===== src/core/timer_pkg.sv =====
// Constants for the dual timer/counter block: register map, field positions, timing.
// Assumes an 8-bit register bus clocked by mclk.
package timer_pkg;
	localparam logic [11:0] addr_timer01_control   = 12'h410;
	localparam logic [11:0] addr_timer01_ext_stat  = 12'h411;
	localparam logic [11:0] addr_timer2_control    = 12'h418;
	localparam logic [11:0] addr_timer2_mode       = 12'h419;
	localparam logic [11:0] addr_timer0_low_count  = 12'h450;
	localparam logic [11:0] addr_timer0_high_count = 12'h451;
	localparam logic [11:0] addr_timer1_low_count  = 12'h452;
	localparam logic [11:0] addr_timer1_high_count = 12'h453;
	localparam logic [11:0] addr_timer01_mode      = 12'h45c;
	localparam logic [11:0] addr_reload0_low       = 12'h454;
	localparam logic [11:0] addr_reload0_high      = 12'h455;
	localparam logic [11:0] addr_reload1_low       = 12'h456;
	localparam logic [11:0] addr_reload1_high      = 12'h457;
	localparam logic [11:0] addr_sys_config        = 12'h440;

	localparam logic [7:0] reset_byte = 8'h00;

	// Control, extended status and timer 2 mode register bit positions
	localparam int tf1_bit = 7;
	localparam int tr1_bit = 6;
	localparam int tf0_bit = 5;
	localparam int tr0_bit = 4;
	localparam int ie1_bit = 3;
	localparam int it1_bit = 2;
	localparam int ie0_bit = 1;
	localparam int it0_bit = 0;
	localparam int tf2_bit = 7;
	localparam int timer2_external_flag_bit = 6;
	localparam int uart0_rx_baud_select_bit = 5;
	localparam int uart0_tx_baud_select_bit = 4;
	localparam int timer2_external_enable_bit = 3;
	localparam int uart1_rx_baud_select_bit = 5;
	localparam int uart1_tx_baud_select_bit = 4;
	localparam int timer2_clockout_enable_bit = 1;
	localparam int timer1_toggle_out_enable_bit = 2;
	localparam int timer0_toggle_out_enable_bit = 0;

	// Mode register: timer 1 in high nibble, timer 0 in low nibble
	localparam int gate_ofs = 3;
	localparam int ct_ofs = 2;
	localparam int nib1 = 4;

	typedef enum logic [1:0] {
		mode_reload16 = 2'h0,
		mode_plain16  = 2'h1,
		mode_reload8  = 2'h2,
		mode_split    = 2'h3
	} timer_mode_t;

	typedef enum logic [1:0] {
		pre_div4  = 2'h0,
		pre_div16 = 2'h1,
		pre_div64 = 2'h2
	} prescale_t;

	localparam logic [5:0] div4_last  = 6'h03;
	localparam logic [5:0] div16_last = 6'h0f;
	localparam logic [5:0] div64_last = 6'h3f;
	// Oscillator is mclk; pins sampled every two oscillator cycles
	localparam int osc_period_ns = 10;
	localparam int sample_ns = 20;
	localparam logic sample_last = 1'((sample_ns + osc_period_ns - 1) / osc_period_ns - 1);
endpackage


===== src/core/dual_timer_modes.sv =====
// Timer 0 and timer 1 with modes 0..3, their control register, ext-interrupt flags,
// and the overflow/external flags of the third timer's control register.
// Assumes: pins are asynchronous; interrupt acknowledges are one-cycle pulses on mclk.
`timescale 1ns/1ps
`default_nettype none
module dual_timer_modes (
	input  wire logic        mclk,
	input  wire logic        reset,
	input  wire logic        clk_en,
	input  wire logic [11:0] reg_addr,
	input  wire logic        reg_wr,
	input  wire logic        reg_rd,
	input  wire logic [7:0]  reg_wdata,
	output logic      [7:0]  reg_rdata,
	input  wire logic        count0_pin,
	input  wire logic        count1_pin,
	input  wire logic        ext_interrupt0_pin,
	input  wire logic        ext_interrupt1_pin,
	input  wire logic        timer2_external_pin,
	input  wire logic        timer2_overflow_event,
	input  wire logic        timer2_trigger_event,
	input  wire logic        ack_timer0,
	input  wire logic        ack_timer1,
	input  wire logic        ack_ext0,
	input  wire logic        ack_ext1,
	output logic             timer0_overflow_flag,
	output logic             timer1_overflow_flag,
	output logic             ext_ext_interrupt0_pin_edge_flag,
	output logic             ext_int1_edge_flag,
	output logic             ext_ext_interrupt0_pin_request,
	output logic             ext_int1_request,
	output logic             timer2_overflow_flag,
	output logic             timer2_external_flag
);
	logic [7:0] timer01_mode_register;
	logic [7:0] timer01_extended_status;
	logic [7:0] timer2_mode;
	logic [1:0] prescale;
	logic       timer0_run;
	logic       timer1_run;
	logic       ext_ext_interrupt0_pin_type;
	logic       ext_int1_type;
	logic [7:0] timer2_low_bits;
	logic [7:0] timer0_low_count;
	logic [7:0] timer0_high_count;
	logic [7:0] timer1_low_count;
	logic [7:0] timer1_high_count;
	logic [7:0] reload0_low_byte;
	logic [7:0] reload0_high_byte;
	logic [7:0] reload1_low_byte;
	logic [7:0] reload1_high_byte;

	// Pin synchronisers
	logic [4:0] pin_meta;
	logic [4:0] pin_sync;
	logic [4:0] pin_prev;
	logic       sample_cnt;
	logic       sample_tick;

	always_ff @(posedge mclk) begin
		if (reset) begin
			pin_meta <= 5'h1f;
			pin_sync <= 5'h1f;
		end else if (clk_en) begin
			pin_meta <= {timer2_external_pin, ext_interrupt1_pin, ext_interrupt0_pin,
				count1_pin, count0_pin};
			pin_sync <= pin_meta;
		end
	end

	// Pins looked at once every two oscillator cycles
	always_ff @(posedge mclk) begin
		if (reset) begin
			sample_cnt <= 1'b0;
			pin_prev <= 5'h1f;
		end else if (clk_en) begin
			sample_cnt <= (sample_cnt == timer_pkg::sample_last) ? 1'b0 : sample_cnt + 1'b1;
			if (sample_tick)
				pin_prev <= pin_sync;
		end
	end
	assign sample_tick = (sample_cnt == timer_pkg::sample_last);

	logic [4:0] pin_fall;
	assign pin_fall = sample_tick ? (pin_prev & ~pin_sync) : 5'h00;

	// Shared base clock
	logic [5:0] pre_cnt;
	logic [5:0] pre_last;
	logic       base_tick;
	always_comb begin
		case (prescale)
			timer_pkg::pre_div16: pre_last = timer_pkg::div16_last;
			timer_pkg::pre_div64: pre_last = timer_pkg::div64_last;
			default:              pre_last = timer_pkg::div4_last;
		endcase
	end
	assign base_tick = (pre_cnt >= pre_last);
	always_ff @(posedge mclk) begin
		if (reset)
			pre_cnt <= 6'h00;
		else if (clk_en)
			pre_cnt <= base_tick ? 6'h00 : pre_cnt + 6'h01;
	end

	// Per-timer control decode
	logic [1:0] mode0;
	logic [1:0] mode1;
	logic       tick0;
	logic       tick1;
	logic       en0;
	logic       en1;
	logic       split0;
	always_comb begin
		mode0 = timer01_mode_register[1:0];
		mode1 = timer01_mode_register[timer_pkg::nib1 +: 2];
		split0 = (mode0 == timer_pkg::mode_split);
		tick0 = timer01_mode_register[timer_pkg::ct_ofs] ? pin_fall[0] : base_tick;
		tick1 = timer01_mode_register[timer_pkg::nib1 + timer_pkg::ct_ofs] ?
			pin_fall[1] : base_tick;
		en0 = timer0_run && (!timer01_mode_register[timer_pkg::gate_ofs] || pin_sync[2]);
		en1 = timer1_run && (mode1 != timer_pkg::mode_split) &&
			(!timer01_mode_register[timer_pkg::nib1 + timer_pkg::gate_ofs] ||
			pin_sync[3]);
	end

	// Register write strobes
	logic wr_ctl;
	logic wr_t0l;
	logic wr_t0h;
	logic wr_t1l;
	logic wr_t1h;
	assign wr_ctl = clk_en && reg_wr && (reg_addr == timer_pkg::addr_timer01_control);
	assign wr_t0l = clk_en && reg_wr && (reg_addr == timer_pkg::addr_timer0_low_count);
	assign wr_t0h = clk_en && reg_wr && (reg_addr == timer_pkg::addr_timer0_high_count);
	assign wr_t1l = clk_en && reg_wr && (reg_addr == timer_pkg::addr_timer1_low_count);
	assign wr_t1h = clk_en && reg_wr && (reg_addr == timer_pkg::addr_timer1_high_count);

	// Timer 0 counting
	logic ovf0;
	logic ovf0h;
	// Overflow pulses also freeze while clk_en is low
	always_ff @(posedge mclk) begin
		if (reset) begin
			ovf0 <= 1'b0;
			ovf0h <= 1'b0;
			timer0_low_count <= timer_pkg::reset_byte;
			timer0_high_count <= timer_pkg::reset_byte;
		end else if (clk_en) begin
			ovf0 <= 1'b0;
			ovf0h <= 1'b0;
			if (en0 && tick0) begin
				case (mode0)
					timer_pkg::mode_reload16: begin
						if ({timer0_high_count, timer0_low_count} == 16'hffff) begin
							timer0_low_count <= reload0_low_byte;
							timer0_high_count <= reload0_high_byte;
							ovf0 <= 1'b1;
						end else
							{timer0_high_count, timer0_low_count} <=
								{timer0_high_count, timer0_low_count} + 16'h0001;
					end
					timer_pkg::mode_plain16: begin
						{timer0_high_count, timer0_low_count} <=
							{timer0_high_count, timer0_low_count} + 16'h0001;
						ovf0 <= ({timer0_high_count, timer0_low_count} == 16'hffff);
					end
					timer_pkg::mode_reload8: begin
						if (timer0_low_count == 8'hff) begin
							timer0_low_count <= reload0_low_byte;
							ovf0 <= 1'b1;
						end else
							timer0_low_count <= timer0_low_count + 8'h01;
					end
					default: begin
						timer0_low_count <= timer0_low_count + 8'h01;
						ovf0 <= (timer0_low_count == 8'hff);
					end
				endcase
			end
			if (split0 && timer1_run && base_tick) begin
				timer0_high_count <= timer0_high_count + 8'h01;
				ovf0h <= (timer0_high_count == 8'hff);
			end
			if (wr_t0l)
				timer0_low_count <= reg_wdata;
			if (wr_t0h)
				timer0_high_count <= reg_wdata;
		end
	end

	// Timer 1 counting
	logic ovf1;
	always_ff @(posedge mclk) begin
		if (reset) begin
			ovf1 <= 1'b0;
			timer1_low_count <= timer_pkg::reset_byte;
			timer1_high_count <= timer_pkg::reset_byte;
		end else if (clk_en) begin
			ovf1 <= 1'b0;
			if (en1 && tick1) begin
				case (mode1)
					timer_pkg::mode_reload16: begin
						if ({timer1_high_count, timer1_low_count} == 16'hffff) begin
							timer1_low_count <= reload1_low_byte;
							timer1_high_count <= reload1_high_byte;
							ovf1 <= 1'b1;
						end else
							{timer1_high_count, timer1_low_count} <=
								{timer1_high_count, timer1_low_count} + 16'h0001;
					end
					timer_pkg::mode_reload8: begin
						if (timer1_low_count == 8'hff) begin
							timer1_low_count <= reload1_low_byte;
							ovf1 <= 1'b1;
						end else
							timer1_low_count <= timer1_low_count + 8'h01;
					end
					default: begin
						{timer1_high_count, timer1_low_count} <=
							{timer1_high_count, timer1_low_count} + 16'h0001;
						ovf1 <= ({timer1_high_count, timer1_low_count} == 16'hffff);
					end
				endcase
			end
			if (wr_t1l)
				timer1_low_count <= reg_wdata;
			if (wr_t1h)
				timer1_high_count <= reg_wdata;
		end
	end

	// Timer 1 overflow in split mode is unused; timer 0 high byte overflow sets the flag
	logic set_tf1;
	logic set_tf0;
	assign set_tf1 = (split0 ? ovf0h : ovf1) &&
		!timer01_extended_status[timer_pkg::timer1_toggle_out_enable_bit];
	assign set_tf0 = ovf0 && !timer01_extended_status[timer_pkg::timer0_toggle_out_enable_bit];

	// External interrupt edge flags
	logic set_ie0;
	logic set_ie1;
	assign set_ie0 = ext_ext_interrupt0_pin_type && pin_fall[2];
	assign set_ie1 = ext_int1_type && pin_fall[3];

	// Control register; hardware set wins over any clear in the same cycle
	always_ff @(posedge mclk) begin
		if (reset) begin
			timer1_overflow_flag <= 1'b0;
			timer0_overflow_flag <= 1'b0;
			ext_int1_edge_flag <= 1'b0;
			ext_ext_interrupt0_pin_edge_flag <= 1'b0;
			timer1_run <= 1'b0;
			timer0_run <= 1'b0;
			ext_int1_type <= 1'b0;
			ext_ext_interrupt0_pin_type <= 1'b0;
		end else if (clk_en) begin
			if (wr_ctl) begin
				timer1_run <= reg_wdata[timer_pkg::tr1_bit];
				timer0_run <= reg_wdata[timer_pkg::tr0_bit];
				ext_int1_type <= reg_wdata[timer_pkg::it1_bit];
				ext_ext_interrupt0_pin_type <= reg_wdata[timer_pkg::it0_bit];
			end
			if (set_tf1)
				timer1_overflow_flag <= 1'b1;
			else if (ack_timer1)
				timer1_overflow_flag <= 1'b0;
			else if (wr_ctl)
				timer1_overflow_flag <= reg_wdata[timer_pkg::tf1_bit];
			if (set_tf0)
				timer0_overflow_flag <= 1'b1;
			else if (ack_timer0)
				timer0_overflow_flag <= 1'b0;
			else if (wr_ctl)
				timer0_overflow_flag <= reg_wdata[timer_pkg::tf0_bit];
			if (set_ie1)
				ext_int1_edge_flag <= 1'b1;
			else if (ack_ext1 || !ext_int1_type)
				ext_int1_edge_flag <= 1'b0;
			else if (wr_ctl)
				ext_int1_edge_flag <= reg_wdata[timer_pkg::ie1_bit];
			if (set_ie0)
				ext_ext_interrupt0_pin_edge_flag <= 1'b1;
			else if (ack_ext0 || !ext_ext_interrupt0_pin_type)
				ext_ext_interrupt0_pin_edge_flag <= 1'b0;
			else if (wr_ctl)
				ext_ext_interrupt0_pin_edge_flag <= reg_wdata[timer_pkg::ie0_bit];
		end
	end

	// Interrupt requests: edge flag or low level
	always_ff @(posedge mclk) begin
		if (reset) begin
			ext_ext_interrupt0_pin_request <= 1'b0;
			ext_int1_request <= 1'b0;
		end else if (clk_en) begin
			ext_ext_interrupt0_pin_request <= ext_ext_interrupt0_pin_type ? ext_ext_interrupt0_pin_edge_flag : !pin_sync[2];
			ext_int1_request <= ext_int1_type ? ext_int1_edge_flag : !pin_sync[3];
		end
	end

	// Third timer control flags
	logic t2_blocked;
	logic wr_t2c;
	assign wr_t2c = clk_en && reg_wr && (reg_addr == timer_pkg::addr_timer2_control);
	assign t2_blocked = timer2_low_bits[timer_pkg::uart0_rx_baud_select_bit] ||
		timer2_low_bits[timer_pkg::uart0_tx_baud_select_bit] || timer2_mode[timer_pkg::uart1_rx_baud_select_bit] ||
		timer2_mode[timer_pkg::uart1_tx_baud_select_bit] || timer2_mode[timer_pkg::timer2_clockout_enable_bit];
	always_ff @(posedge mclk) begin
		if (reset) begin
			timer2_overflow_flag <= 1'b0;
			timer2_external_flag <= 1'b0;
			timer2_low_bits <= timer_pkg::reset_byte;
		end else if (clk_en) begin
			if (wr_t2c)
				timer2_low_bits <= {2'b00, reg_wdata[5:0]};
			if (timer2_overflow_event && !t2_blocked)
				timer2_overflow_flag <= 1'b1;
			else if (wr_t2c)
				timer2_overflow_flag <= reg_wdata[timer_pkg::tf2_bit];
			if (timer2_trigger_event && timer2_low_bits[timer_pkg::timer2_external_enable_bit] && pin_fall[4])
				timer2_external_flag <= 1'b1;
			else if (wr_t2c)
				timer2_external_flag <= reg_wdata[timer_pkg::timer2_external_flag_bit];
		end
	end

	// Configuration and reload registers
	always_ff @(posedge mclk) begin
		if (reset) begin
			timer01_mode_register <= timer_pkg::reset_byte;
			timer01_extended_status <= timer_pkg::reset_byte;
			timer2_mode <= timer_pkg::reset_byte;
			prescale <= timer_pkg::pre_div4;
			reload0_low_byte <= timer_pkg::reset_byte;
			reload0_high_byte <= timer_pkg::reset_byte;
			reload1_low_byte <= timer_pkg::reset_byte;
			reload1_high_byte <= timer_pkg::reset_byte;
		end else if (clk_en && reg_wr) begin
			if (reg_addr == timer_pkg::addr_timer01_mode)
				timer01_mode_register <= reg_wdata;
			else if (reg_addr == timer_pkg::addr_timer01_ext_stat)
				timer01_extended_status <= reg_wdata & 8'h05;
			else if (reg_addr == timer_pkg::addr_timer2_mode)
				timer2_mode <= reg_wdata & 8'h33;
			else if (reg_addr == timer_pkg::addr_sys_config)
				prescale <= reg_wdata[1:0];
			else if (reg_addr == timer_pkg::addr_reload0_low)
				reload0_low_byte <= reg_wdata;
			else if (reg_addr == timer_pkg::addr_reload0_high)
				reload0_high_byte <= reg_wdata;
			else if (reg_addr == timer_pkg::addr_reload1_low)
				reload1_low_byte <= reg_wdata;
			else if (reg_addr == timer_pkg::addr_reload1_high)
				reload1_high_byte <= reg_wdata;
		end
	end

	// Read port, registered
	logic [7:0] next_rdata;
	always_comb begin
		if (reg_addr == timer_pkg::addr_timer01_control)
			next_rdata = {timer1_overflow_flag, timer1_run, timer0_overflow_flag, timer0_run,
				ext_int1_edge_flag, ext_int1_type, ext_ext_interrupt0_pin_edge_flag, ext_ext_interrupt0_pin_type};
		else if (reg_addr == timer_pkg::addr_timer2_control)
			next_rdata = {timer2_overflow_flag, timer2_external_flag, timer2_low_bits[5:0]};
		else if (reg_addr == timer_pkg::addr_timer01_ext_stat)
			next_rdata = timer01_extended_status;
		else if (reg_addr == timer_pkg::addr_timer2_mode)
			next_rdata = timer2_mode;
		else if (reg_addr == timer_pkg::addr_timer01_mode)
			next_rdata = timer01_mode_register;
		else if (reg_addr == timer_pkg::addr_sys_config)
			next_rdata = {6'h00, prescale};
		else if (reg_addr == timer_pkg::addr_timer0_low_count)
			next_rdata = timer0_low_count;
		else if (reg_addr == timer_pkg::addr_timer0_high_count)
			next_rdata = timer0_high_count;
		else if (reg_addr == timer_pkg::addr_timer1_low_count)
			next_rdata = timer1_low_count;
		else if (reg_addr == timer_pkg::addr_timer1_high_count)
			next_rdata = timer1_high_count;
		else if (reg_addr == timer_pkg::addr_reload0_low)
			next_rdata = reload0_low_byte;
		else if (reg_addr == timer_pkg::addr_reload0_high)
			next_rdata = reload0_high_byte;
		else if (reg_addr == timer_pkg::addr_reload1_low)
			next_rdata = reload1_low_byte;
		else if (reg_addr == timer_pkg::addr_reload1_high)
			next_rdata = reload1_high_byte;
		else
			next_rdata = 8'h00;
	end
	always_ff @(posedge mclk) begin
		if (reset)
			reg_rdata <= 8'h00;
		else if (clk_en && reg_rd)
			reg_rdata <= next_rdata;
	end
endmodule // dual_timer_modes
`default_nettype wire


===== config.mk =====
export PLATFORM = sky130hd
export DESIGN_NAME = dual_timer_modes
export DESIGN_NICKNAME = d
export VERILOG_FILES = /design/src/core/timer_pkg.sv /design/src/core/dual_timer_modes.sv
export SDC_FILE = /design/constraint.sdc
export NUM_CORES = 1
export LEC_CHECK = 0
export ABC_CLOCK_PERIOD_IN_PS = 7300
export BUFFER_PORTS_ARGS = -buffer_cell sky130_fd_sc_hd__clkbuf_2
export CAP_MARGIN = 40
export CORE_ASPECT_RATIO = 1.25
export CORE_MARGIN = 2
export CORE_UTILIZATION = 59
export CTS_BUF_LIST = sky130_fd_sc_hd__clkbuf_16
export CTS_CLUSTER_SIZE = 20
export DETAILED_ROUTE_END_ITERATION = 16
export HOLD_SLACK_MARGIN = 0.03
export PLACE_DENSITY = 0.77
export SLEW_MARGIN = 20
export SYNTH_ARGS = -nofsm -noshare
export SYNTH_HDL_FRONTEND = slang
export SYNTH_SLANG_ARGS = --single-unit

===== constraint.sdc =====
create_clock -name mclk -period 7.3 [get_ports mclk]
set_clock_uncertainty 0.15 [all_clocks]
set_input_delay 0.73 -clock mclk [delete_from_list [all_inputs] [get_ports mclk]]
set_output_delay 0.73 -clock mclk [all_outputs]
set_load 0.05 [all_outputs]

======== Yosys cells after proc, flatten, opt, wreduce, memory -nomap -nowiden ========
Cells that the tools add are included.
storage, ports and cells
  register bits after elaboration ......... 131
  input bits .............................. 36
  output and inout bits ................... 16
  logic and storage cells ................. 218
cells by class
  $add $sub $neg .......................... 7
  $lt $le $gt $ge ......................... 1
  equality and inequality tests ........... 27
  multiplexer cells ....................... 67
  bitwise operators ....................... 9
  reductions and logical operators ........ 73
operators with widths
  kind                   count
  $mux 8                 29
  $eq 12x11->1 const B   14
  $pmux 8 s2             3
  $add 16x1->16 const B  2
  $eq 16x16->1 const B   2
  $mux 1                 29
  $add 8x1->8 const B    3
  $eq 8x8->1 const B     3
  $pmux 8 s3             1
  $reduce_and 2->1       12
  $logic_and 1x1->1      22
  $reduce_bool 3->1      5
  $pmux 6 s2             1
  $reduce_bool 2->1      5
  $logic_not 1->1        9
  $reduce_and 3->1       3
  $reduce_and 9->1       1
  $eq 2x2->1 const B     4
  $logic_or 1x1->1       8
  $reduce_and 8->1       1
  $not 1->1              7
  $reduce_and 7->1       1
  $add 6x1->6 const B    1
  $ge 6x6->1             1
  14 further kinds       17

======== Longest topological paths before layout ========
Gate-level depths: netlist (run 1).
  depth after elaboration ................. 15
  mapped depth ............................ 11
  depth with buffers taken out ............ 10

======== Worst setup path before layout (run 1) ========
Ideal clock, no wire load.
  path kind ............................... input to register
  from .................................... input port reg_addr[9]
  to ...................................... register reg_rdata[2]
  setup time .............................. 134 ps
  data arrival time ....................... 2,252 ps
  data required time ...................... 7,016 ps
  path slack .............................. 4,764 ps
  stages on the path ...................... 7
  path buffers ............................ 1
  path through ............................ or4b_1 buf_4 nor3_2 a2111oi_0 a211o_1 a2111oi_0 nor4_1
between the ends
  cells in the longest elaborated chain, start to end .. 15
  elaborated cells between the ends (all ways) .. 28
  classes of those cells .................. 14 x eq/ne; 14 x mux
ends and longest elaborated chain
  item                  line                     source
  from (decl)           dual_timer_modes.sv:10   input wire logic [11:0] reg_addr,
  $eq 12x11->1          dual_timer_modes.sv:389  else if (reg_addr == timer_pkg::addr_reload1_high)
  $mux 8                dual_timer_modes.sv:389
  $mux 8                dual_timer_modes.sv:387  else if (reg_addr == timer_pkg::addr_reload1_low)
  $mux 8                dual_timer_modes.sv:385  else if (reg_addr == timer_pkg::addr_reload0_high)
  $mux 8                dual_timer_modes.sv:383  else if (reg_addr == timer_pkg::addr_reload0_low)
  $mux 8                dual_timer_modes.sv:381  else if (reg_addr == timer_pkg::addr_timer1_high_count)
  $mux 8                dual_timer_modes.sv:379  else if (reg_addr == timer_pkg::addr_timer1_low_count)
  $mux 8                dual_timer_modes.sv:377  else if (reg_addr == timer_pkg::addr_timer0_high_count)
  $mux 8                dual_timer_modes.sv:375  else if (reg_addr == timer_pkg::addr_timer0_low_count)
  $mux 8                dual_timer_modes.sv:373  else if (reg_addr == timer_pkg::addr_sys_config)
  $mux 8                dual_timer_modes.sv:371  else if (reg_addr == timer_pkg::addr_timer01_mode)
  $mux 8                dual_timer_modes.sv:369  else if (reg_addr == timer_pkg::addr_timer2_mode)
  $mux 8                dual_timer_modes.sv:367  else if (reg_addr == timer_pkg::addr_timer01_ext_stat)
  $mux 8                dual_timer_modes.sv:365  else if (reg_addr == timer_pkg::addr_timer2_control)
  $mux 8 *              dual_timer_modes.sv:362  if (reg_addr == timer_pkg::addr_timer01_control)
  to (signal assigned)  dual_timer_modes.sv:398  reg_rdata <= next_rdata;
  to (decl)             dual_timer_modes.sv:14   output logic [7:0] reg_rdata,
Mark *: on every way between the ends. The rest lies on a longest branch, timed or not.
A chain may end at the register's enable or synchronous reset.

======== Worst setup path after layout (run 1) ========
  from .................................... register prescale[0]
  to ...................................... register timer0_high_count[3]
between the ends
  cells in the longest elaborated chain, start to end .. 7
  elaborated cells between the ends (all ways) .. 12
  classes of those cells .................. 1 x order compare; 2 x eq/ne; 4 x mux; 5 x reduce/logical
ends and longest elaborated chain
  item                                      line                     source
  from (decl)                               dual_timer_modes.sv:38   logic [1:0] prescale;
  from (signal assigned)                    dual_timer_modes.sv:334  prescale <= timer_pkg::pre_div4;
  from (signal assigned)                    dual_timer_modes.sv:347  prescale <= reg_wdata[1:0];
  $eq 2x2->1 or $eq 2x1->1 (tied branches)  dual_timer_modes.sv:92   case (prescale)
  $pmux 6 s2 *                              dual_timer_modes.sv:92
  $ge 6x6->1 *                              dual_timer_modes.sv:98   assign base_tick = (pre_cnt >= pre_last);
  $mux 1                                    dual_timer_modes.sv:118  tick0 = timer01_mode_register[timer_pkg::ct_ofs] ? pin_fall[0] : base_tick;
  $logic_and 1x1->1                         dual_timer_modes.sv:152  if (en0 && tick0) begin
  $reduce_bool 3->1 (no source line)        n/a
  $reduce_and 3->1 (no source line)         n/a
  to (signal assigned)                      dual_timer_modes.sv:148  timer0_high_count <= timer_pkg::reset_byte;
  to (signal assigned)                      dual_timer_modes.sv:157  timer0_high_count <= reload0_high_byte;
  to (signal assigned)                      dual_timer_modes.sv:160  {timer0_high_count, timer0_low_count} <=
  to (decl)                                 dual_timer_modes.sv:45   logic [7:0] timer0_high_count;
Marked as above.

==> results by group, run 1 <==
Floorplan
  • Core outline area: 12700 µm²
  • Chip Width: 106 µm
  • Die height: 132 µm
  • IO Count: 52
  • DIE AREA: ~14000 µm²
  • Initial cell density of the core: 60.6%
  • # rows: 46

Power and ir drop
  • Switching share of power: 26.2%
  • Worst VDD drop: 0.155 mV
  • P_leak: 2.87 nW
  • Comb power frac: 6.8%
  • Net switching power: 0.435 mW
  • Clock share of power: 49.2%
  • Cell Int Power: 1.23 mW
  • Pwr Density: between 150 and 200 nW/µm²
  • Sequential power share: 44.0%

GRT
  • Overall Global Routing Usage: 37.3%
  • Initial antenna violation count: 0
  • GRT overflow: 0
  • Largest net degree at the start of global routing: between 80 and 90
  • First-pass GRT wire length: about 40000 µm
  • Vias in the first global route: between 7000 and 8000

STA
  • Setup tns final: 0 ns
  • Final hold vios: 0
  • Worst Max-Slew Pin Slew: 0.858 ns
  • Post-route minimum period: 3.17 ns
  • Period utilization: a little over two fifths
  • Max Slew Vio Count: 0
  • Maximum operating frequency: 315 MHz
  • Relative slew slack: 42.2%
  • Final setup vio count: 0
  • RSZ-0062 raised after global routing: no

Clock network
  • Clock Latency Late Sink: ~0.43 ns
  • Setup bufs post-CTS: 0
  • CTS tree: yes
  • Hold buffer count at CTS: 0
  • CTS Buf Count: 17
  • Clk sinks: ~130
  • Root Buffer: clkbuf_16
  • CTS max path bufs: 2
  • CTS-repair resized insts: 0
  • Clock slew at reported path FFs: 0.06 ns
  • H-tree depth: 4

Place
  • Routability Congestion: just over 1
  • Final HPWL from detailed placement: 18100 µm
  • Placed cells: 1142
  • Port bufs: 51

Yosys
  • Avg Cell Area, Syn: 7.83 µm²
  • Synth top area share: 34.0%
  • Top post-synthesis cells by area: dfxtp_1 34%, nand2_1 8.4%, a21oi_1 6.0%
  • Synth Register Bits: around 130
  • Count leader, synth: nand2_1
  • Net Count, Synth: 1029
  • Mapped Cells: 984
  • FFs w/ async S/R, synth: 0%
  • Synth warn: 0
  • Sequential area share after synthesis: 34.0%
  • Dominant synthesized flop cell: dfxtp_1
  • Unique cell type count in the Yosys netlist: 91
  • Commonest cells in the netlist: 173 x nand2_1, 131 x dfxtp_1, 93 x a21oi_1, 71 x nor2_1, 48 x o21ai_0
  • Post-Syn Area: between 7000 and 8000 µm²
  • Largest area contributor in the netlist: dfxtp_1
  • EDFF count, synth: 0

Route
  • Drt via density: 6.85
  • Final Routed Wirelength: 26200 µm
  • # DRC: 0
  • Post-DRT Antenna Nets: 0
  • Iteration-0 DRC Markers: 969
  • TritonRoute pass-1 iters: 5
  • Post-DR wirelength/cell: 22.2 µm
  • Via Count: slightly above 8000

Status
  • Outcome: complete, no violations

Worst setup path
  • Crit end category: flip-flop
  • CP Class: flip-flop to flip-flop
  • Crit-path max FO: 9
  • CP startpoint kind: flip-flop
  • Data required, critical path: 7.50 ns
  • Arrival @ worst endpoint: 3.37 ns

Layout
  • Share of layout cells above drive strength 1: 13.0%
  • Final Net Count: 1042
  • Antenna diodes: 0
  • Area growth from synthesis to layout: 10.6%
  • Post-route insts no fill: approximately 1200

Hold path
  • Hold Path Class: flip-flop to flip-flop

Job
  • Max cap viols: 0
-- power by group through the flow --
stage | sequential (mW) | clock, mW | combinational, mW
CTS | 0.731 | 0.823 | 0.108
detailed placement | 0.746 | 0 | 0.107
global placement | 0.746 | 0 | 0.107
global route | 0.731 | 0.857 | 0.119
finish | 0.731 | 0.818 | 0.112
floorplan | 0.750 | 0 | 0.0653
-- critical path, cell delays in order (launching register included) --
cell,delay [ns]
dfxtp_1,0.38
inv_1,0.06
ha_1,0.33
ha_1,0.28
o21ai_0,0.15
o211ai_1,0.52
nand2_1,0.34
nor2_1,0.46
o21ai_2,0.15
o32ai_2,0.26
-- sequential cells by signal, summed over array words and instances, names as in the netlist, 4 cells and up --
register / cells
reload0_high_byte: 8
timer1_low_count: 8
pin_sync: 5
pre_cnt: 6
reload0_low_byte: 8
timer1_high_count: 8
timer2_low_bits: 6
reload1_low_byte: 8
timer0_low_count: 8
timer0_high_count: 8
timer2_mode: 4
reload1_high_byte: 8
pin_prev: 5
reg_rdata: 8
pin_meta: 5
timer01_mode_register: 8
-- placed cells by master (no fill, tap or decap), types with 8 or more instances in the layout --
master,synthesis,layout
nand2_1,173,173
dfxtp_1,131,131
a21oi_1,93,93
nor2_1,71,71
clkbuf_2,0,52
o21ai_0,48,48
nand3_1,37,37
mux2i_1,37,37
nor3_1,25,25
inv_1,21,21
clkbuf_16,0,17
o211ai_1,16,16
a211oi_1,16,16
and3_1,15,15
or3_1,12,12
nand4_1,11,11
and2_1,10,10
o22ai_1,10,10
a31oi_1,9,9
ha_1,9,9
a2111oi_0,8,8
-- kinds of logic (layout without fill, tap and decap cells) --
| kind of cell | count (synthesis) | in the layout | share of synthesized area (%) |
|---|---|---|---|
| AOI/OAI and AO/OA | 294 | 294 | 25.8 |
| xor gates and xnor gates | 8 | 8 | 0.909 |
| adders and majority gates | 9 | 9 | 1.46 |
| buffers and inverters | 88 | 114 | 4.77 |
| DFF | 131 | 131 | 34.0 |
| muxes | 43 | 43 | 6.27 |
| and+or+nand+nor | 411 | 411 | 26.8 |
-- final timing paths --
| kind | from | endpoint | slack, ns | depth (start not counted) |
|---|---|---|---|---|
| setup reg to reg | prescale[0] | timer0_high_count[3] | 4.13 | 9 |
| setup / recovery | prescale[0] | timer0_high_count[3] | 4.13 | 9 |
| hold reg to reg | timer2_low_bits[2] | timer2_low_bits[2] | 0.31 | 2 |
| hold / removal | timer2_low_bits[2] | timer2_low_bits[2] | 0.31 | 2 |
-- metal layers --
layer  track usage (%)  up-vias  share of wire, %
li1                  -     3687                 -
met4              22.5        0               6.3
met1              46.8     3717                37
met5                 0        -                 0
met2              58.0      542                46
met3              8.45      128                11
-- per-stage QoR --
step	util [%]	hold WS, ns	worst slack [ns]	power, mW	area (µm²)
after floorplan	-	0.281	4.76	0.816	7710
after global placement	62.3	0.291	3.79	0.853	7930
after detailed placement	62.3	0.297	3.75	0.854	7930
after CTS	66.7	0.308	4.17	1.66	8480
after global routing	67.0	0.335	4.03	1.71	8530
final	67.0	0.308	4.13	1.66	8530
-- area by class of cell --
type | instances | area, µm²
Fill cell | 1125 | 4190
Clock inverter | 15 | 129
Clock buffer | 17 | 425
Inverter | 22 | 82.6
Multi-Input combinational cell | 765 | 4720
Sequential cell | 131 | 2620
Timing Repair Buffer | 60 | 340
Tap cell | 168 | 210
No activity file was read; power rests on OpenSTA's default activity.
==> run 2, diff against run 1 <==
- ABC_CLOCK_PERIOD_IN_PS: 7300 -> 2900
- CORE_UTILIZATION: 59 -> 55
- PLACE_DENSITY: 0.77 -> 0.75
- clock period: 7.3 -> 2.9 ns (I/O delays scaled with it)
==> results by group, run 2 (synthesis results as in run 1) <==
Route
  • TritonRoute pass-1 iters: 5 (unchanged)
  • Final Routed Wirelength: 26400 µm (+0.97%)
  • Post-DRT Antenna Nets: 0 (unchanged)
  • Via Count: 8125 (+0.63%)
  • Drt via density: 6.68 (-2.6%)
  • # DRC: 0 (unchanged)
  • Iteration-0 DRC Markers: 736 (-24%)
  • Post-DR wirelength/cell: 21.7 µm (-2.3%)

GRT
  • Initial antenna violation count: 0 (unchanged)
  • GRT overflow: 0 (unchanged)
  • M3 GR Usage: 8.34% (-0.11 points)
  • First-pass GRT wire length: 41100 µm (+1.4%)
  • M2 GR Usage: 55.8% (-2.3 points)
  • Gr busiest metal: met2
  • Met1 usage: 45.8% (-0.94 points)
  • Overall Global Routing Usage: 36.5% (-0.77 points)
  • Vias in the first global route: 7448 (+1.5%)
  • Largest net degree at the start of global routing: 69 (-16%)

Floorplan
  • Die height: 136 µm (+3.5%)
  • # rows: 48 (+4.3%)
  • Core outline area: 13800 µm² (+8.1%)
  • Initial cell density of the core: 56.0% (-4.6 points)
  • Chip Width: 110 µm (+3.4%)
  • IO Count: 52 (unchanged)
  • DIE AREA: 15000 µm² (+7.0%)

Worst setup path
  • Crit end category: flip-flop
  • Arrival @ worst endpoint: 2.95 ns (-0.42 ns)
  • Reg-to-reg startpoint: prescale[0]
  • CP startpoint kind: flip-flop
  • Data required, critical path: 3.13 ns (-4.37 ns)
  • Crit-path max FO: 9 (unchanged)
  • Crit path launch: prescale[0]
  • CP Class: flip-flop to flip-flop

STA
  • Maximum operating frequency: 368 MHz (+17%)
  • Final hold vios: 0 (unchanged)
  • Setup tns final: 0 ns (unchanged)
  • Worst Max-Slew Pin Slew: 0.668 ns (-0.190 ns)
  • Relative slew slack: 55.0% (+13 points)
  • Final setup vio count: 0 (unchanged)
  • Max Slew Vio Count: 0 (unchanged)
  • Post-route minimum period: 2.72 ns (-0.458 ns)
  • RSZ-0062 raised after global routing: no
  • Period utilization: 93.6% (+50 points)

Hold path
  • Worst hold start: ack_timer0
  • Hold Path Class: primary input to flip-flop

Power and ir drop
  • Pwr Density: 463 nW/µm² (+140%)
  • Comb power frac: 7.3% (+0.5 points)
  • Worst VDD drop: 0.478 mV (+210%)
  • Sequential power share: 45.2% (+1.2 points)
  • P_leak: 3.01 nW (+4.9%)
  • Net switching power: 1.07 mW (+150%)
  • Power Total: 4.06 mW (+140%)
  • Switching share of power: 26.3% (+0.10 points)
  • Cell Int Power: 2.99 mW (+140%)
  • Clock share of power: 47.4% (-1.8 points)

Job
  • Max cap viols: 0 (unchanged)

Clock network
  • CTS max path bufs: 2 (unchanged)
  • Root Buffer: clkbuf_16
  • CTS tree: yes
  • Clock slew at reported path FFs: 0.06 ns (about the same)
  • Clock Latency Late Sink: 0.43 ns (about the same)
  • H-tree depth: 4 (unchanged)
  • Setup bufs post-CTS: 0 (unchanged)
  • CTS Buf Count: 17 (unchanged)
  • Clk sinks: 131 (unchanged)

Layout
  • Most common cell after layout, fill and taps aside: nand2_1
  • Final Net Count: 1076 (+3.3%)
  • Most frequent cells in the layout: 172 x nand2_1, 131 x dfxtp_1, 93 x a21oi_1
  • Antenna diodes: 0 (unchanged)
  • Area growth from synthesis to layout: 13.8%
  • Final Util: 63.8% (-3.3 points)
  • Share of layout cells above drive strength 1: 15.5% (+2.5 points)
  • Filler Cells Inserted: 1238 (+10%)

Place
  • Final HPWL from detailed placement: 18800 µm (+3.7%)
  • Port bufs: 51 (unchanged)
  • Routability Congestion: 1.06 (+4.5%)

Status
  • Outcome: complete, no violations
==> run 2: cell types whose count changed in the layout (fill, tap and decap cells not counted), sizes merged <==
cell	delta
buf	+31
dlygate4sd3	+5
inv	-3
clkbuf	-2
clkinvlp	+2
bufinv	-1
==> run 2: per-layer routing <==
| metal | up-vias | part of all wire (%) |
|---|---|---|
| met2 | 468 | 46 |
| met1 | 3801 | 38 |
| li1 | 3735 | - |
| met5 | - | 0 |
| met4 | 0 | 6.9 |
| met3 | 121 | 9.3 |
==> run 2: worst paths after layout <==
kind                          endpoint  slack (ns)  cells past startpoint
hold / removal    timer0_overflow_flag        0.04                      4
setup reg to reg   timer0_low_count[0]        0.18                      9
hold reg to reg                  ovf0h        0.31                      2
setup / recovery   timer0_low_count[0]        0.18                      9
==> run 2: final cells by class <==
cell class | instances | area, µm² | area share (%)
sequential | 131 | 2620 | 29.9
clock buffer | 17 | 425 | 4.85
clock inverter | 13 | 88.8 | 1.01
tap | 175 | 219 | 2.50
inverter | 22 | 82.6 | 0.941
multi-input combinational | 765 | 4730 | 53.9
timing repair buffer | 94 | 606 | 6.90
==> run 2: repair_timing <==
item                                    CTS  global route
endpoints found under the setup margin    0            12
endpoints found under the hold margin     5             0
hold buffers                              5             0
resized for setup                         0             4
==> run 2: metrics by stage <==
stage	instance area [µm²]	hold WS, ns	worst slack (ns)	cells
floorplan	7710	0.268	0.398	984
global placement	8200	0.290	0.220	1182
detailed placement	8200	0.302	0.0753	1182
CTS	8760	0.0324	0.0596	1217
global route	8770	0.0770	0.0277	1217
finish	8770	0.0368	0.185	1217
==> run 2: power by group through the flow <==
stage | Clock (mW) | Combinational [mW] | Sequential [mW]
2_1_floorplan | 0 | 0.164 | 1.89
3_3_place_gp | 0 | 0.285 | 1.87
3_5_place_dp | 0 | 0.285 | 1.88
4_1_cts | 1.94 | 0.292 | 1.84
5_1_grt | 2.01 | 0.318 | 1.84
6_report | 1.93 | 0.298 | 1.84
==> run 2: worst max-delay path, stage by stage (launching register included) <==
cell      delay, ns
dfxtp_1        0.34
inv_1          0.05
ha_1           0.31
ha_1           0.33
a211oi_4       0.08
o211ai_1       0.31
nand2_1        0.27
or3_1          0.40
a311oi_1       0.29
a31o_2         0.14
==> run 3, diff against run 2 <==
- CELL_PAD_IN_SITES_DETAIL_PLACEMENT: default -> 0
- CELL_PAD_IN_SITES_GLOBAL_PLACEMENT: default -> 1
- CORE_UTILIZATION: 55 -> 41
==> results by group, run 3 (synthesis results as in run 1) <==
Status
  • Outcome: complete, no violations

Hold path
  • Hold Path Class: primary input to flip-flop

Power and ir drop
  • Cell Int Power: 3.12 mW (+4.3%)
  • Switching share of power: 27.3% (+0.96 points)
  • Worst VDD drop: 0.387 mV (-19%)
  • Net switching power: 1.17 mW (+9.5%)
  • Sequential power share: 42.8% (-2.4 points)
  • Clock share of power: 49.8% (+2.4 points)
  • Comb power frac: 7.4% (about the same)
  • Pwr Density: 476 nW/µm² (+2.9%)
  • P_leak: 3.10 nW (+3.0%)

STA
  • Final Worst Setup Slack: 0.164 ns (-0.0210 ns)
  • Setup tns final: 0 ns (unchanged)
  • Final hold vios: 0 (unchanged)
  • Relative slew slack: 55.3% (+0.23 points)
  • Final setup vio count: 0 (unchanged)
  • Worst Max-Slew Pin Slew: 0.669 ns (+0.00115 ns)
  • RSZ-0062 raised after global routing: no
  • Max Slew Vio Count: 0 (unchanged)
  • Period utilization: 94.3% (+0.72 points)
  • Maximum operating frequency: 365 MHz (-0.77%)
  • Post-route minimum period: 2.74 ns (+0.0210 ns)

Route
  • Iteration-0 DRC Markers: 949 (+29%)
  • Drt via density: 6.26 (-6.3%)
  • Post-DR wirelength/cell: 22.7 µm (+4.7%)
  • # DRC: 0 (unchanged)
  • Post-DRT Antenna Nets: 0 (unchanged)
  • Final Routed Wirelength: 29300 µm (+11%)
  • Via Count: 8070 (-0.68%)
  • TritonRoute pass-1 iters: 8 (+3)

GRT
  • First-pass GRT wire length: 44400 µm (+8.0%)
  • Vias in the first global route: 7551 (+1.4%)
  • Largest net degree at the start of global routing: 96 (+39%)
  • Overall Global Routing Usage: 29.3% (-7.2 points)
  • GRT overflow: 0 (unchanged)
  • Initial antenna violation count: 0 (unchanged)

Job
  • Max cap viols: 0 (unchanged)

Layout
  • Final Net Count: 1090 (+1.3%)
  • Area growth from synthesis to layout: 16.8%
  • Most common cell after layout, fill and taps aside: nand2_1
  • Most frequent cells in the layout: 172 x nand2_1, 131 x dfxtp_1, 93 x a21oi_1
  • Antenna diodes: 0 (unchanged)
  • Filler Cells Inserted: 1879 (+52%)
  • Share of layout cells above drive strength 1: 16.6% (+1.2 points)
  • Final instance area: 9000 µm² (+2.7%)

Place
  • Area after DPL: 8360 µm² (+2.0%)
  • Final HPWL from detailed placement: 21100 µm (+12%)
  • Port bufs: 51 (unchanged)
  • Routability Congestion: 0.969 (-8.9%)
  • Pre-CTS WS: 0.110 ns (+0.0347 ns)

Clock network
  • Clock Latency Late Sink: 0.44 ns (about the same)
  • Root Buffer: clkbuf_16
  • H-tree depth: 4 (unchanged)
  • CTS tree: yes
  • CTS max path bufs: 2 (unchanged)
  • Clock slew at reported path FFs: 0.07 ns (about the same)
  • CTS Buf Count: 17 (unchanged)
  • Clk sinks: 131 (unchanged)
  • Setup bufs post-CTS: 0 (unchanged)

Floorplan
  • Initial cell density of the core: 41.5% (-15 points)
  • Die height: 157 µm (+15%)
  • Chip Width: 127 µm (+15%)
  • # rows: 56 (+17%)
  • Core outline area: 18600 µm² (+35%)
  • DIE AREA: 19900 µm² (+33%)
  • IO Count: 52 (unchanged)

Worst setup path
  • CP Class: flip-flop to flip-flop
  • Data required, critical path: 3.06 ns (-0.07 ns)
  • Crit-path max FO: 5 (-4)
  • Arrival @ worst endpoint: 2.89 ns (-0.06 ns)
  • CP startpoint kind: flip-flop
  • Crit end category: flip-flop
## run 3: changes by cell type in the layout (fill, tap and decap cells not counted), sizes merged
cell / delta
buf: +12
inv: +5
clkinv: -4
dlygate4sd3: +2
bufinv: +1
## run 3: area by class of cell
| class | instances | area [µm²] | area share (%) |
|---|---|---|---|
| Inverter | 22 | 82.6 | 0.917 |
| Tap cell | 232 | 290 | 3.22 |
| Multi-Input combinational cell | 765 | 4720 | 52.5 |
| Clock buffer | 17 | 425 | 4.72 |
| Clock inverter | 15 | 145 | 1.61 |
| Timing Repair Buffer | 108 | 716 | 7.95 |
| Sequential cell | 131 | 2620 | 29.1 |
## run 3: critical path, stage by stage, from the launching register on
cell and delay, ns:
dfxtp_1 0.34, inv_1 0.05, ha_1 0.31, ha_1 0.30, a211oi_2 0.09, o21ai_1 0.39
a21oi_1 0.22, o21a_1 0.23, nor4_1 0.39, o32ai_2 0.14
## run 3: per-stage QoR
stage	hold slack (ns)	utilization [%]	power (mW)	cells
2_1_floorplan	0.268	-	2.05	984
6_report	0.0608	48.5	4.29	1290
3_3_place_gp	0.294	45.0	2.18	1251
4_1_cts	0.0588	48.5	4.30	1290
5_1_grt	0.0949	48.5	4.40	1290
3_5_place_dp	0.302	45.0	2.18	1251
## run 3: metal layers
metal / global-route usage (%) / vias up / part of all wire (%)
met4: 12.4 / 0 / 3.7
met1: 36.6 / 3876 / 41
met2: 50.7 / 363 / 49
met5: 0 / - / 0
met3: 3.87 / 71 / 6.3
li1: - / 3760 / -
## run 3: final timing paths
kind	end	cells past startpoint	slack [ns]	startpoint
max	timer0_high_count[3]	9	0.16	prescale[0]
min	timer2_external_flag	4	0.06	timer2_trigger_event
max reg2reg	timer0_high_count[3]	9	0.16	prescale[0]
min reg2reg	timer2_low_bits[0]	2	0.31	timer2_low_bits[0]
## run 3: power by group through the flow
stage / clock network (mW) / registers (mW) / logic (mW)
after global routing: 2.23 / 1.84 / 0.336
after CTS: 2.15 / 1.83 / 0.313
after floorplan: 0 / 1.89 / 0.164
after global placement: 0 / 1.87 / 0.304
final: 2.14 / 1.83 / 0.318
after detailed placement: 0 / 1.87 / 0.304
## run 3: timing repair
action	4_1_cts	5_1_grt
hold buffers	7	0
endpoints found under the setup margin	0	16
hold endpoints to repair	8	0
gates resized for setup	0	3
